**src/rtl/sysad_pkg.sv**
```systemverilog
/*
 * Constants and types shared by the system address decoder and its helpers.
 * Assumes a 26-bit byte address space and a 32-bit system bus.
 */
// Summary of operation
// - power-up map: top 64KB is the config block, lowest 32MB boot flash.
// - config block resets to its default base; software may remap memory regions.
// - config block relocates to any 64KB-aligned base; decode follows new base.
// - config registers are aligned words; non-word accesses are refused.
// - bridge configuration offsets 0x2000-0x2224 decode like other registers.
// - in guest mode an external PCI host reaches a bridge register subset.
// - offsets 0x0000-0x0004 select system, 0x4000-0x4040 memory controller.
// - 0x6000-0x60FC selects WAN DMA, 0x8000-0x80FC LAN DMA.
// - offsets 0xA000-0xA0FC are reserved; nothing is selected there.
// - interrupt controller up to 0xE234, timer 0xE400-0xE410.
// - GPIO 0xE600-0xE608, switch engine 0xE800-0xE850.
// - application map: SDRAM at zero, 4MB flash, three external I/O banks.
package sysad_pkg;
    localparam int ADDR_W = 26;
    localparam int BASE_W = 10;
    localparam int OFF_W = 16;
    localparam int NSUB = 12;

    localparam logic [BASE_W-1:0] CFG_BASE_DEF = 10'h3ff;

    localparam logic [1:0] SIZE_BYTE = 2'h0;
    localparam logic [1:0] SIZE_HALF = 2'h1;
    localparam logic [1:0] SIZE_WORD = 2'h2;

    localparam logic [ADDR_W-1:0] BOOT_HI = 26'h1ffffff;
    localparam logic [ADDR_W-1:0] SDRAM_HI = 26'h0ffffff;
    localparam logic [ADDR_W-1:0] FLASH_LO = 26'h2800000;
    localparam logic [ADDR_W-1:0] FLASH_HI = 26'h2bfffff;
    localparam logic [ADDR_W-1:0] XIO0_LO = 26'h3200000;
    localparam logic [ADDR_W-1:0] XIO0_HI = 26'h35fffff;
    localparam logic [ADDR_W-1:0] XIO1_LO = 26'h3600000;
    localparam logic [ADDR_W-1:0] XIO1_HI = 26'h39fffff;
    localparam logic [ADDR_W-1:0] XIO2_LO = 26'h3a00000;
    localparam logic [ADDR_W-1:0] XIO2_HI = 26'h3feffff;

    // guest-visible slice of the bridge range
    localparam logic [OFF_W-1:0] GUEST_LO = 16'h2000;
    localparam logic [OFF_W-1:0] GUEST_HI = 16'h20fc;

    typedef enum logic [2:0] {
        REG_NONE = 3'h0,
        REG_CFG = 3'h1,
        REG_BOOT = 3'h2,
        REG_SDRAM = 3'h3,
        REG_FLASH = 3'h4,
        REG_XIO0 = 3'h5,
        REG_XIO1 = 3'h6,
        REG_XIO2 = 3'h7
    } sysad_region_t;

    typedef enum logic [3:0] {
        SUB_NONE = 4'h0,
        SUB_SYS = 4'h1,
        SUB_BRIDGE = 4'h2,
        SUB_MEMC = 4'h3,
        SUB_WDMA = 4'h4,
        SUB_LDMA = 4'h5,
        SUB_RSVD = 4'h6,
        SUB_UART = 4'h7,
        SUB_INTC = 4'h8,
        SUB_TIMER = 4'h9,
        SUB_GPIO = 4'ha,
        SUB_SWITCH = 4'hb,
        SUB_MISC = 4'hc
    } sysad_sub_t;

    // entry i selects code i+1; inclusive word ranges
    localparam logic [OFF_W-1:0] SUB_LO [NSUB] = '{16'h0000, 16'h2000, 16'h4000, 16'h6000,
        16'h8000, 16'ha000, 16'he000, 16'he200, 16'he400, 16'he600, 16'he800, 16'hea00};
    localparam logic [OFF_W-1:0] SUB_HI [NSUB] = '{16'h0004, 16'h2224, 16'h4040, 16'h60fc,
        16'h80fc, 16'ha0fc, 16'he0fc, 16'he234, 16'he410, 16'he608, 16'he850, 16'hea18};
endpackage : sysad_pkg

```
**src/rtl/sysad_region_dec.sv**
```systemverilog
/*
 * Combinational region decode of a system bus address.
 * Assumes the caller registers the result.
 */
`timescale 1ns/1ps
module sysad_region_dec import sysad_pkg::*; (
    input wire logic [ADDR_W-1:0] addr,     // byte address
    input wire logic [BASE_W-1:0] cfg_base, // config block base, 64KB units
    input wire logic app_map,               // application map selected
    output sysad_region_t region            // decoded region
);
    always_comb begin
        region = REG_NONE;
        if (addr[ADDR_W-1:OFF_W] == cfg_base) begin
            region = REG_CFG;
        end else if (!app_map) begin
            if (addr <= BOOT_HI) begin
                region = REG_BOOT;
            end
        end else begin
            if (addr <= SDRAM_HI) begin
                region = REG_SDRAM;
            end else if (addr >= FLASH_LO && addr <= FLASH_HI) begin
                region = REG_FLASH;
            end else if (addr >= XIO0_LO && addr <= XIO0_HI) begin
                region = REG_XIO0;
            end else if (addr >= XIO1_LO && addr <= XIO1_HI) begin
                region = REG_XIO1;
            end else if (addr >= XIO2_LO && addr <= XIO2_HI) begin
                region = REG_XIO2;
            end
        end
    end
endmodule : sysad_region_dec

```
**src/rtl/sysad_sub_dec.sv**
```systemverilog
/*
 * Combinational decode of a config block offset into its register group.
 * Assumes word-aligned offsets; the caller checks alignment.
 */
`timescale 1ns/1ps
module sysad_sub_dec import sysad_pkg::*; (
    input wire logic [OFF_W-1:0] offset, // offset within config block
    output sysad_sub_t sub               // selected register group
);
    logic [NSUB-1:0] hit;

    for (genvar i = 0; i < NSUB; i++) begin : g_range
        assign hit[i] = (offset >= SUB_LO[i]) && (offset <= SUB_HI[i]);
    end

    always_comb begin
        sub = SUB_NONE;
        for (int i = NSUB - 1; i >= 0; i--) begin
            if (hit[i]) begin
                sub = sysad_sub_t'(4'(i + 1));
            end
        end
    end
endmodule : sysad_sub_dec

```
**src/rtl/sysad_decoder.sv**
```systemverilog
/*
 * System address decoder: region select, config block relocation, register group
 * select, word-access check and guest-mode PCI access to the bridge registers.
 * Assumes bus and PCI request signals are already on core_clk; the guest strap
 * arrives on a pin and is synchronised here.
 */
`timescale 1ns/1ps
module sysad_decoder import sysad_pkg::*; (
    input wire logic core_clk,                // 40 MHz system clock
    input wire logic rst_n,                   // async reset, active low
    input wire logic bus_req,                 // one-cycle bus access request
    input wire logic bus_write,               // access is a write
    input wire logic [ADDR_W-1:0] bus_addr,   // byte address
    input wire logic [1:0] bus_size,          // 0 byte, 1 half, 2 word
    input wire logic app_map,                 // level: application map active
    input wire logic reloc_we,                // pulse: load new config base
    input wire logic [BASE_W-1:0] reloc_base, // new config base, 64KB units
    input wire logic guest_pin,               // PCI guest strap pin
    input wire logic pci_req,                 // PCI host access request
    input wire logic pci_write,               // PCI access is a write
    input wire logic [OFF_W-1:0] pci_offset,  // PCI register offset
    output logic dec_ack,                     // access completed
    output sysad_region_t dec_region,         // region hit
    output sysad_sub_t dec_sub,               // register group hit
    output logic [OFF_W-1:0] dec_offset,      // offset within config block
    output logic dec_write,                   // write qualifier of the access
    output logic dec_sel,                     // functional target selected
    output logic dec_size_err,                // non-word config access refused
    output logic dec_rd_zero,                 // read returns zero
    output logic [BASE_W-1:0] cfg_base,       // current config base
    output logic guest_mode,                  // synchronised guest strap
    output logic pci_ack,                     // PCI access completed
    output logic pci_sel,                     // bridge register selected for PCI
    output logic pci_wr,                      // PCI write qualifier
    output logic [OFF_W-1:0] pci_off          // PCI offset passed on
);
    sysad_region_t region;
    sysad_sub_t sub;
    logic guest_meta;
    logic word_ok;
    logic cfg_hit;
    logic next_sel;
    logic next_size_err;
    logic pci_in_range;

    sysad_region_dec u_region (
        .addr(bus_addr),
        .cfg_base(cfg_base),
        .app_map(app_map),
        .region(region)
    );

    sysad_sub_dec u_sub (
        .offset(bus_addr[OFF_W-1:0]),
        .sub(sub)
    );

    // config base register
    always_ff @(posedge core_clk or negedge rst_n) begin
        if (!rst_n) begin
            cfg_base <= CFG_BASE_DEF;
        end else if (reloc_we) begin
            cfg_base <= reloc_base;
        end
    end

    // guest strap synchroniser
    always_ff @(posedge core_clk or negedge rst_n) begin
        if (!rst_n) begin
            guest_meta <= 1'b0;
            guest_mode <= 1'b0;
        end else begin
            guest_meta <= guest_pin;
            guest_mode <= guest_meta;
        end
    end

    assign word_ok = (bus_size == SIZE_WORD) && (bus_addr[1:0] == 2'h0);
    assign cfg_hit = bus_req && (region == REG_CFG);

    always_comb begin
        next_size_err = 1'b0;
        next_sel = 1'b0;
        if (cfg_hit) begin
            next_size_err = !word_ok;
            // reserved and undecoded offsets select nothing
            next_sel = word_ok && (sub != SUB_NONE) && (sub != SUB_RSVD);
        end else if (bus_req) begin
            next_sel = (region != REG_NONE);
        end
    end

    // bus answer: every request completes one cycle later
    always_ff @(posedge core_clk or negedge rst_n) begin
        if (!rst_n) begin
            dec_ack <= 1'b0;
            dec_sel <= 1'b0;
            dec_size_err <= 1'b0;
            dec_rd_zero <= 1'b0;
        end else begin
            dec_ack <= bus_req;
            dec_sel <= next_sel;
            dec_size_err <= next_size_err;
            dec_rd_zero <= bus_req && !bus_write && !next_sel;
        end
    end

    // target identity, held as zero in the cycle after no request is taken
    always_ff @(posedge core_clk or negedge rst_n) begin
        if (!rst_n) begin
            dec_region <= REG_NONE;
            dec_sub <= SUB_NONE;
            dec_offset <= 16'h0000;
            dec_write <= 1'b0;
        end else if (bus_req) begin
            dec_region <= region;
            dec_sub <= cfg_hit ? sub : SUB_NONE;
            dec_offset <= bus_addr[OFF_W-1:0];
            dec_write <= bus_write && next_sel;
        end else begin
            dec_region <= REG_NONE;
            dec_sub <= SUB_NONE;
            dec_offset <= 16'h0000;
            dec_write <= 1'b0;
        end
    end

    assign pci_in_range = (pci_offset >= GUEST_LO) && (pci_offset <= GUEST_HI) && (pci_offset[1:0] == 2'h0);

    // PCI host path: select and write only in guest mode and only the guest slice
    always_ff @(posedge core_clk or negedge rst_n) begin
        if (!rst_n) begin
            pci_ack <= 1'b0;
            pci_sel <= 1'b0;
            pci_wr <= 1'b0;
            pci_off <= 16'h0000;
        end else begin
            pci_ack <= pci_req;
            pci_sel <= pci_req && guest_mode && pci_in_range;
            pci_wr <= pci_req && guest_mode && pci_in_range && pci_write;
            pci_off <= pci_req ? pci_offset : 16'h0000;
        end
    end
endmodule : sysad_decoder

```
**config.mk**
```make
export PLATFORM = sky130hd
export DESIGN_NAME = sysad_decoder
export DESIGN_NICKNAME = d
export VERILOG_FILES = /design/src/rtl/sysad_pkg.sv /design/src/rtl/sysad_region_dec.sv /design/src/rtl/sysad_sub_dec.sv /design/src/rtl/sysad_decoder.sv
export SDC_FILE = /design/constraint.sdc
export NUM_CORES = 1
export LEC_CHECK = 0
export BUFFER_PORTS_ARGS = -buffer_cell sky130_fd_sc_hd__buf_2
export CORE_MARGIN = 2
export CORE_UTILIZATION = 30
export DETAILED_ROUTE_END_ITERATION = 16
export PLACE_DENSITY_LB_ADDON = 0.2
export SLEW_MARGIN = 25
export SYNTH_ARGS = -nofsm -noshare
export SYNTH_HDL_FRONTEND = slang
export SYNTH_HIERARCHICAL = 1
export SYNTH_SLANG_ARGS = --single-unit
```
**constraint.sdc**
```tcl
create_clock -name core_clk -period 5.04 [get_ports core_clk]
set_input_delay 0.252 -clock core_clk [delete_from_list [all_inputs] [get_ports core_clk]]
set_output_delay 0.252 -clock core_clk [all_outputs]
set_load 0.01 [all_outputs]
```
# Word level (Yosys, flattened, before mapping)
# Index checks and enable logic that the tools add are counted.
# totals
input_bits	63
elab_cells	119
register_bits	59
out_inout_bits	58
# classes
reduce_logical	35
magnitude_cmp	36
muxes	29
n_eq_ne	4
# op_table
cell	n
16-bit >= comparator, second input constant	8
16-bit <= comparator, second input constant	8
26-bit >= comparator, second input constant	4
26-bit <= comparator, second input constant	4
4-bit two-way mux	14
16-bit by 14-bit >= comparator with 1-bit output, second input constant	2
16-bit by 15-bit >= comparator with 1-bit output, second input constant	2
16-bit by 14-bit <= comparator with 1-bit output, second input constant	2
16-bit by 15-bit <= comparator with 1-bit output, second input constant	2
16-bit two-way mux	2
1-bit logical AND	28
26-bit by 24-bit <= comparator with 1-bit output, second input constant	1
26-bit by 25-bit <= comparator with 1-bit output, second input constant	1
3-bit two-way mux	8
16-bit by 1-bit >= comparator with 1-bit output, second input constant	1
16-bit by 3-bit <= comparator with 1-bit output, second input constant	1
10-bit equality test	1
2-bit logical NOT	2
1-bit two-way mux	4
4-bit by 3-bit inequality test with 1-bit output, second input constant	1
4-bit nonzero test	1
3-bit by 1-bit equality test with 1-bit output, second input constant	1
1-bit logical NOT	3
3-bit nonzero test	1
2 further kinds	2

# Depth between registers and ports, before layout
# logic_depth
depth_word	20
depth_mapped	9
depth_no_buf	8

# Modules after synthesis
# The synthesis kept the hierarchy.
# modules_own_cells
mod	area_each_um2	cells_per_inst	n_inst
sysad_decoder	1986.9	127	1
sysad_sub_dec	405.4	56	1
sysad_region_dec	276.5	36	1

# Worst setup path before layout
# No wires, ideal clock.
# synth_timing
kind	input -> register
startpoint	input port bus_addr[4]
endpoint	register dec_rd_zero
path_stages	9
setup_slack_ns	2.961
setup_ns	0.068
n_path_buf	1
arrival_time_ns	2.011
cell_sequence	clkbuf_4 -> nand2_1 -> o31a_1 -> nand3_1 -> o21ai_1 -> or4_1 -> xor2_1 -> o311ai_2 -> and4b_1
# synth_via
elab_cells_between_ends	81
# synth_rtl
item	line	rtl
start, declared	sysad_decoder.sv:13	input wire logic [ADDR_W-1:0] bus_addr,
16-bit >= comparator / 16-bit <= comparator (equally long branches)	sysad_sub_dec.sv:13	assign hit[i] = (offset >= SUB_LO[i]) && (offset <= SUB_HI[i]);
1-bit logical AND	sysad_sub_dec.sv:13	
4-bit two-way mux (10 in a row)	sysad_sub_dec.sv:19	if (hit[i]) begin
4-bit two-way mux (*)	sysad_sub_dec.sv:19	
named net sub[1]	sysad_decoder.sv:38	sysad_sub_t sub;
4-bit nonzero test	sysad_decoder.sv:87	next_sel = word_ok && (sub != SUB_NONE) && (sub != SUB_RSVD);
1-bit logical AND	sysad_decoder.sv:87	
1-bit logical AND (*)	sysad_decoder.sv:87	
1-bit two-way mux (*)	sysad_decoder.sv:84	if (cfg_hit) begin
1-bit logical NOT (*)	sysad_decoder.sv:104	dec_rd_zero <= bus_req && !bus_write && !next_sel;
1-bit logical AND (*)	sysad_decoder.sv:104	
end signal, assigned	sysad_decoder.sv:104	
end, declared	sysad_decoder.sv:29	output logic dec_rd_zero,
# The timed path passes the listed nets; every way through them passes the cells marked *.
# A chain may end at the register's enable or synchronous reset.

# Worst setup path in the final report
# Ends and elaborated chain as after synthesis.

==> results.json <==
{
  "status": "completed",
  "max_cap_viol_count": 0,
  "crit_family": "simple AND/OR/NAND/NOR gates",
  "cp_max_fo": 10,
  "syn_area_um2": 2669,
  "dieWidth_um": 98.32,
  "synth_edf_count": 0,
  "placed_area_um2": 3352,
  "portBuffers": 120,
  "drc": 0,
  "drt_pre_antenna_iters": 4,
  "synth.avg_cell_area_um2": 12.19,
  "drt-vias-per-instance": 4.715,
  "timing.setup.tns_ns": 0,
  "vias": 2136,
  "clk_latency_ns": 0.32,
  "use_met2": 0.2051,
  "antenna_found_initial": 0,
  "rows": 34,
  "synth_area_leaders": "dfrtp_1 (46%), dfstp_2 (9.8%), and2_1 (8.0%)",
  "path_buf_inv": 1,
  "finalMaxSlewViolations": 0,
  "h-tree-depth": 3,
  "die_y_um": 98.32,
  "nFillCells": 874,
  "post_drt_wl_per_cell_um": 14.39,
  "arrival_ns": 2.25,
  "min_path_type": "in -> reg",
  "use_met3": 0.04366,
  "area.sequential_um2": 1489,
  "synth_commonest_cells": "dfrtp_1 (49), and2_1 (34), nor2_1 (11)",
  "cp-end-kind": "register",
  "fin_crit_sh": 0.3938,
  "setup_viol": 0,
  "cts_buffers": 9,
  "worstSetupStartpointType": "input pin",
  "fin_worst_skew_ns": 0.004857,
  "ctsResizeCount": 0,
  "post_cts_buffers": 0,
  "crit_chain": "buf_2 -> nand2_1 -> o31a_1 -> nand3_1 -> o21ai_1 -> or4_1 -> xor2_1 -> o311ai_2 -> and4b_1",
  "multi_input_comb_area_um2": 1105,
  "yosysSeqAreaShare": 0.5579,
  "fin_nets": 404,
  "drive_above_1_share": 0.4870,
  "synth_most_common_cell": "dfrtp_1",
  "path_class": "in -> reg",
  "hold-worst-slack_ns": 0.03082,
  "hpwl_mm": 4.863,
  "syn_nets": 282,
  "async_flop_share": 1.000,
  "synth.largest_area_cell": "dfrtp_1",
  "grt_use_total": 0.1361,
  "ant_nets": 0,
  "p_leak_nw": 1.779,
  "peakVddDrop_uv": 108.5,
  "rsz0062_at_grt": "false",
  "fin_crit_ns": 1.985,
  "grt-ovfl-total": 0,
  "critPathRequiredTime_ns": 5.30,
  "finalWirelength_mm": 6.518,
  "core_um2": 8678,
  "cts_root_buffer": "clkbuf_8",
  "timing.final.ws_setup_ns": 3.055,
  "synth_top_area_frac": 0.4594,
  "synth_cell_types": 56,
  "synthCells": 219,
  "yosysWarnings": 6,
  "preCtsSetupSlack_ns": 2.745,
  "synthFlopType": "dfrtp_1",
  "cts_tree": "built",
  "grt-busiest-layer": "met2",
  "design_area_um2": 3553,
  "hold_violations": 0,
  "cts_sinks": 59,
  "grt_pass1_vias": 2061,
  "post-route-util": 0.4095,
  "ys_ff_latch": 59,
  "worst_pin_slew_ns": 0.7228,
  "diodes": 0,
  "drt_iter0_markers": 76,
  "critPathMaxStageDelay_ns": 0.53,
  "max_freq_mhz": 503.9,
  "io_pins": 121,
  "p_per_area_nw_per_um2": 309.9,
  "crit_path_top_delay_cell": "or4_1",
  "relSlewSlack": 0.5181,
  "holdBufCountCts": 0,
  "initial_core_util": 0.3075,
  "clockBufferDepth": 2,
  "gp_congestion": 0.8499,
  "gr-usage-met1": 0.1863,
  "dieArea_um2": 9667,
  "clkTransAtPathRegs_ns": 0.07,
  "area_delta_synth_final_pct": 33.15,
  "grt_first_pass_wirelength_mm": 10.38,
  "grt_max_degree": 60
}
==> registers in the layout (all words and copies together) (netlist names), 3 cells and up <==
register and cells:
dec_sub 4, dec_offset 16, cfg_base 10, dec_region 3
pci_off 16
==> layout by cell type, fill, tap and decap left out, drive strengths merged, types with 2 or more instances in the layout <==
| master | count |
|---|---|
| xnor2 | 9 |
| nor2 | 11 |
| nand4 | 4 |
| mux2 | 10 |
| dfstp | 10 |
| o211ai | 2 |
| nor3 | 4 |
| xor2 | 4 |
| and4 | 4 |
| and4b | 2 |
| clkbuf | 11 |
| dfrtp | 49 |
| clkinvlp | 2 |
| nor4 | 4 |
| nand2 | 5 |
| nor3b | 3 |
| o21ai | 5 |
| o2111ai | 2 |
| and3 | 6 |
| or4 | 2 |
| and2 | 36 |
| buf | 121 |
| inv | 4 |
| o31ai | 3 |
| nand3 | 8 |
| nor4b | 4 |
| a21oi | 3 |
==> final timing paths <==
kind,start,endpoint,slack [ns],cells after the start
hold / removal,guest_pin,guest_meta,0.03,1
min in group asynchronous,rst_n,pci_off[12],0.07,2
setup reg to reg,cfg_base[1],dec_rd_zero,3.14,6
setup / recovery,bus_addr[4],dec_rd_zero,3.06,9
hold reg to reg,guest_meta,guest_mode,0.35,0
max in group asynchronous,rst_n,dec_sub[0],4.49,2
==> worst register-to-register path, delay by kind of cell, from the launching register on <==
| kind | cells | cell delay, ns |
|---|---|---|
| flops | 1 | 0.55 |
| xor+xnor | 1 | 0.13 |
| simple gates | 5 | 1.15 |
==> kinds of logic (layout without fill, tap and decap cells) <==
family / Yosys count / after routing / share of synthesized area
compound gates: 26 / 26 / 0.08345
xor+xnor: 13 / 13 / 0.04548
buf+inv: 14 / 140 / 0.02812
flops: 59 / 59 / 0.5579
mux: 11 / 11 / 0.04595
simple gates: 96 / 96 / 0.2391
==> per-layer routing <==
| metal | wire (um) | vias up | part of all wire |
|---|---|---|---|
| met5 | 0 | - | 0 |
| met4 | 118 | 0 | 0.018 |
| met3 | 549 | 16 | 0.084 |
| met2 | 2943 | 110 | 0.45 |
| met1 | 2907 | 982 | 0.45 |
| li1 | - | 1028 | - |
==> where the power goes <==
part           total, W  switching, W  internal [W]
Combinational  0.000154     0.0000854     0.0000684
Clock          0.000430      0.000179      0.000252
Sequential     0.000517     0.0000117      0.000505
Total           0.00110      0.000276      0.000825
==> final cells by class <==
| type | instances | area share |
|---|---|---|
| Sequential cell | 59 | 0.4190 |
| Multi-Input combinational cell | 146 | 0.3109 |
| Timing Repair Buffer | 121 | 0.1711 |
| Clock buffer | 11 | 0.04261 |
| Tap cell | 108 | 0.03803 |
| Clock inverter | 4 | 0.01408 |
| Inverter | 4 | 0.004225 |
==> stage by stage <==
| step | std cells | power, W |
|---|---|---|
| finish | 453 | 0.001101 |
| global route | 453 | 0.001166 |
| CTS | 453 | 0.001124 |
| detailed placement | 438 | 0.0006821 |
| global placement | 438 | 0.0006825 |
| floorplan | 219 | 0.0006012 |
No activity file was read; power rests on OpenSTA's default activity.
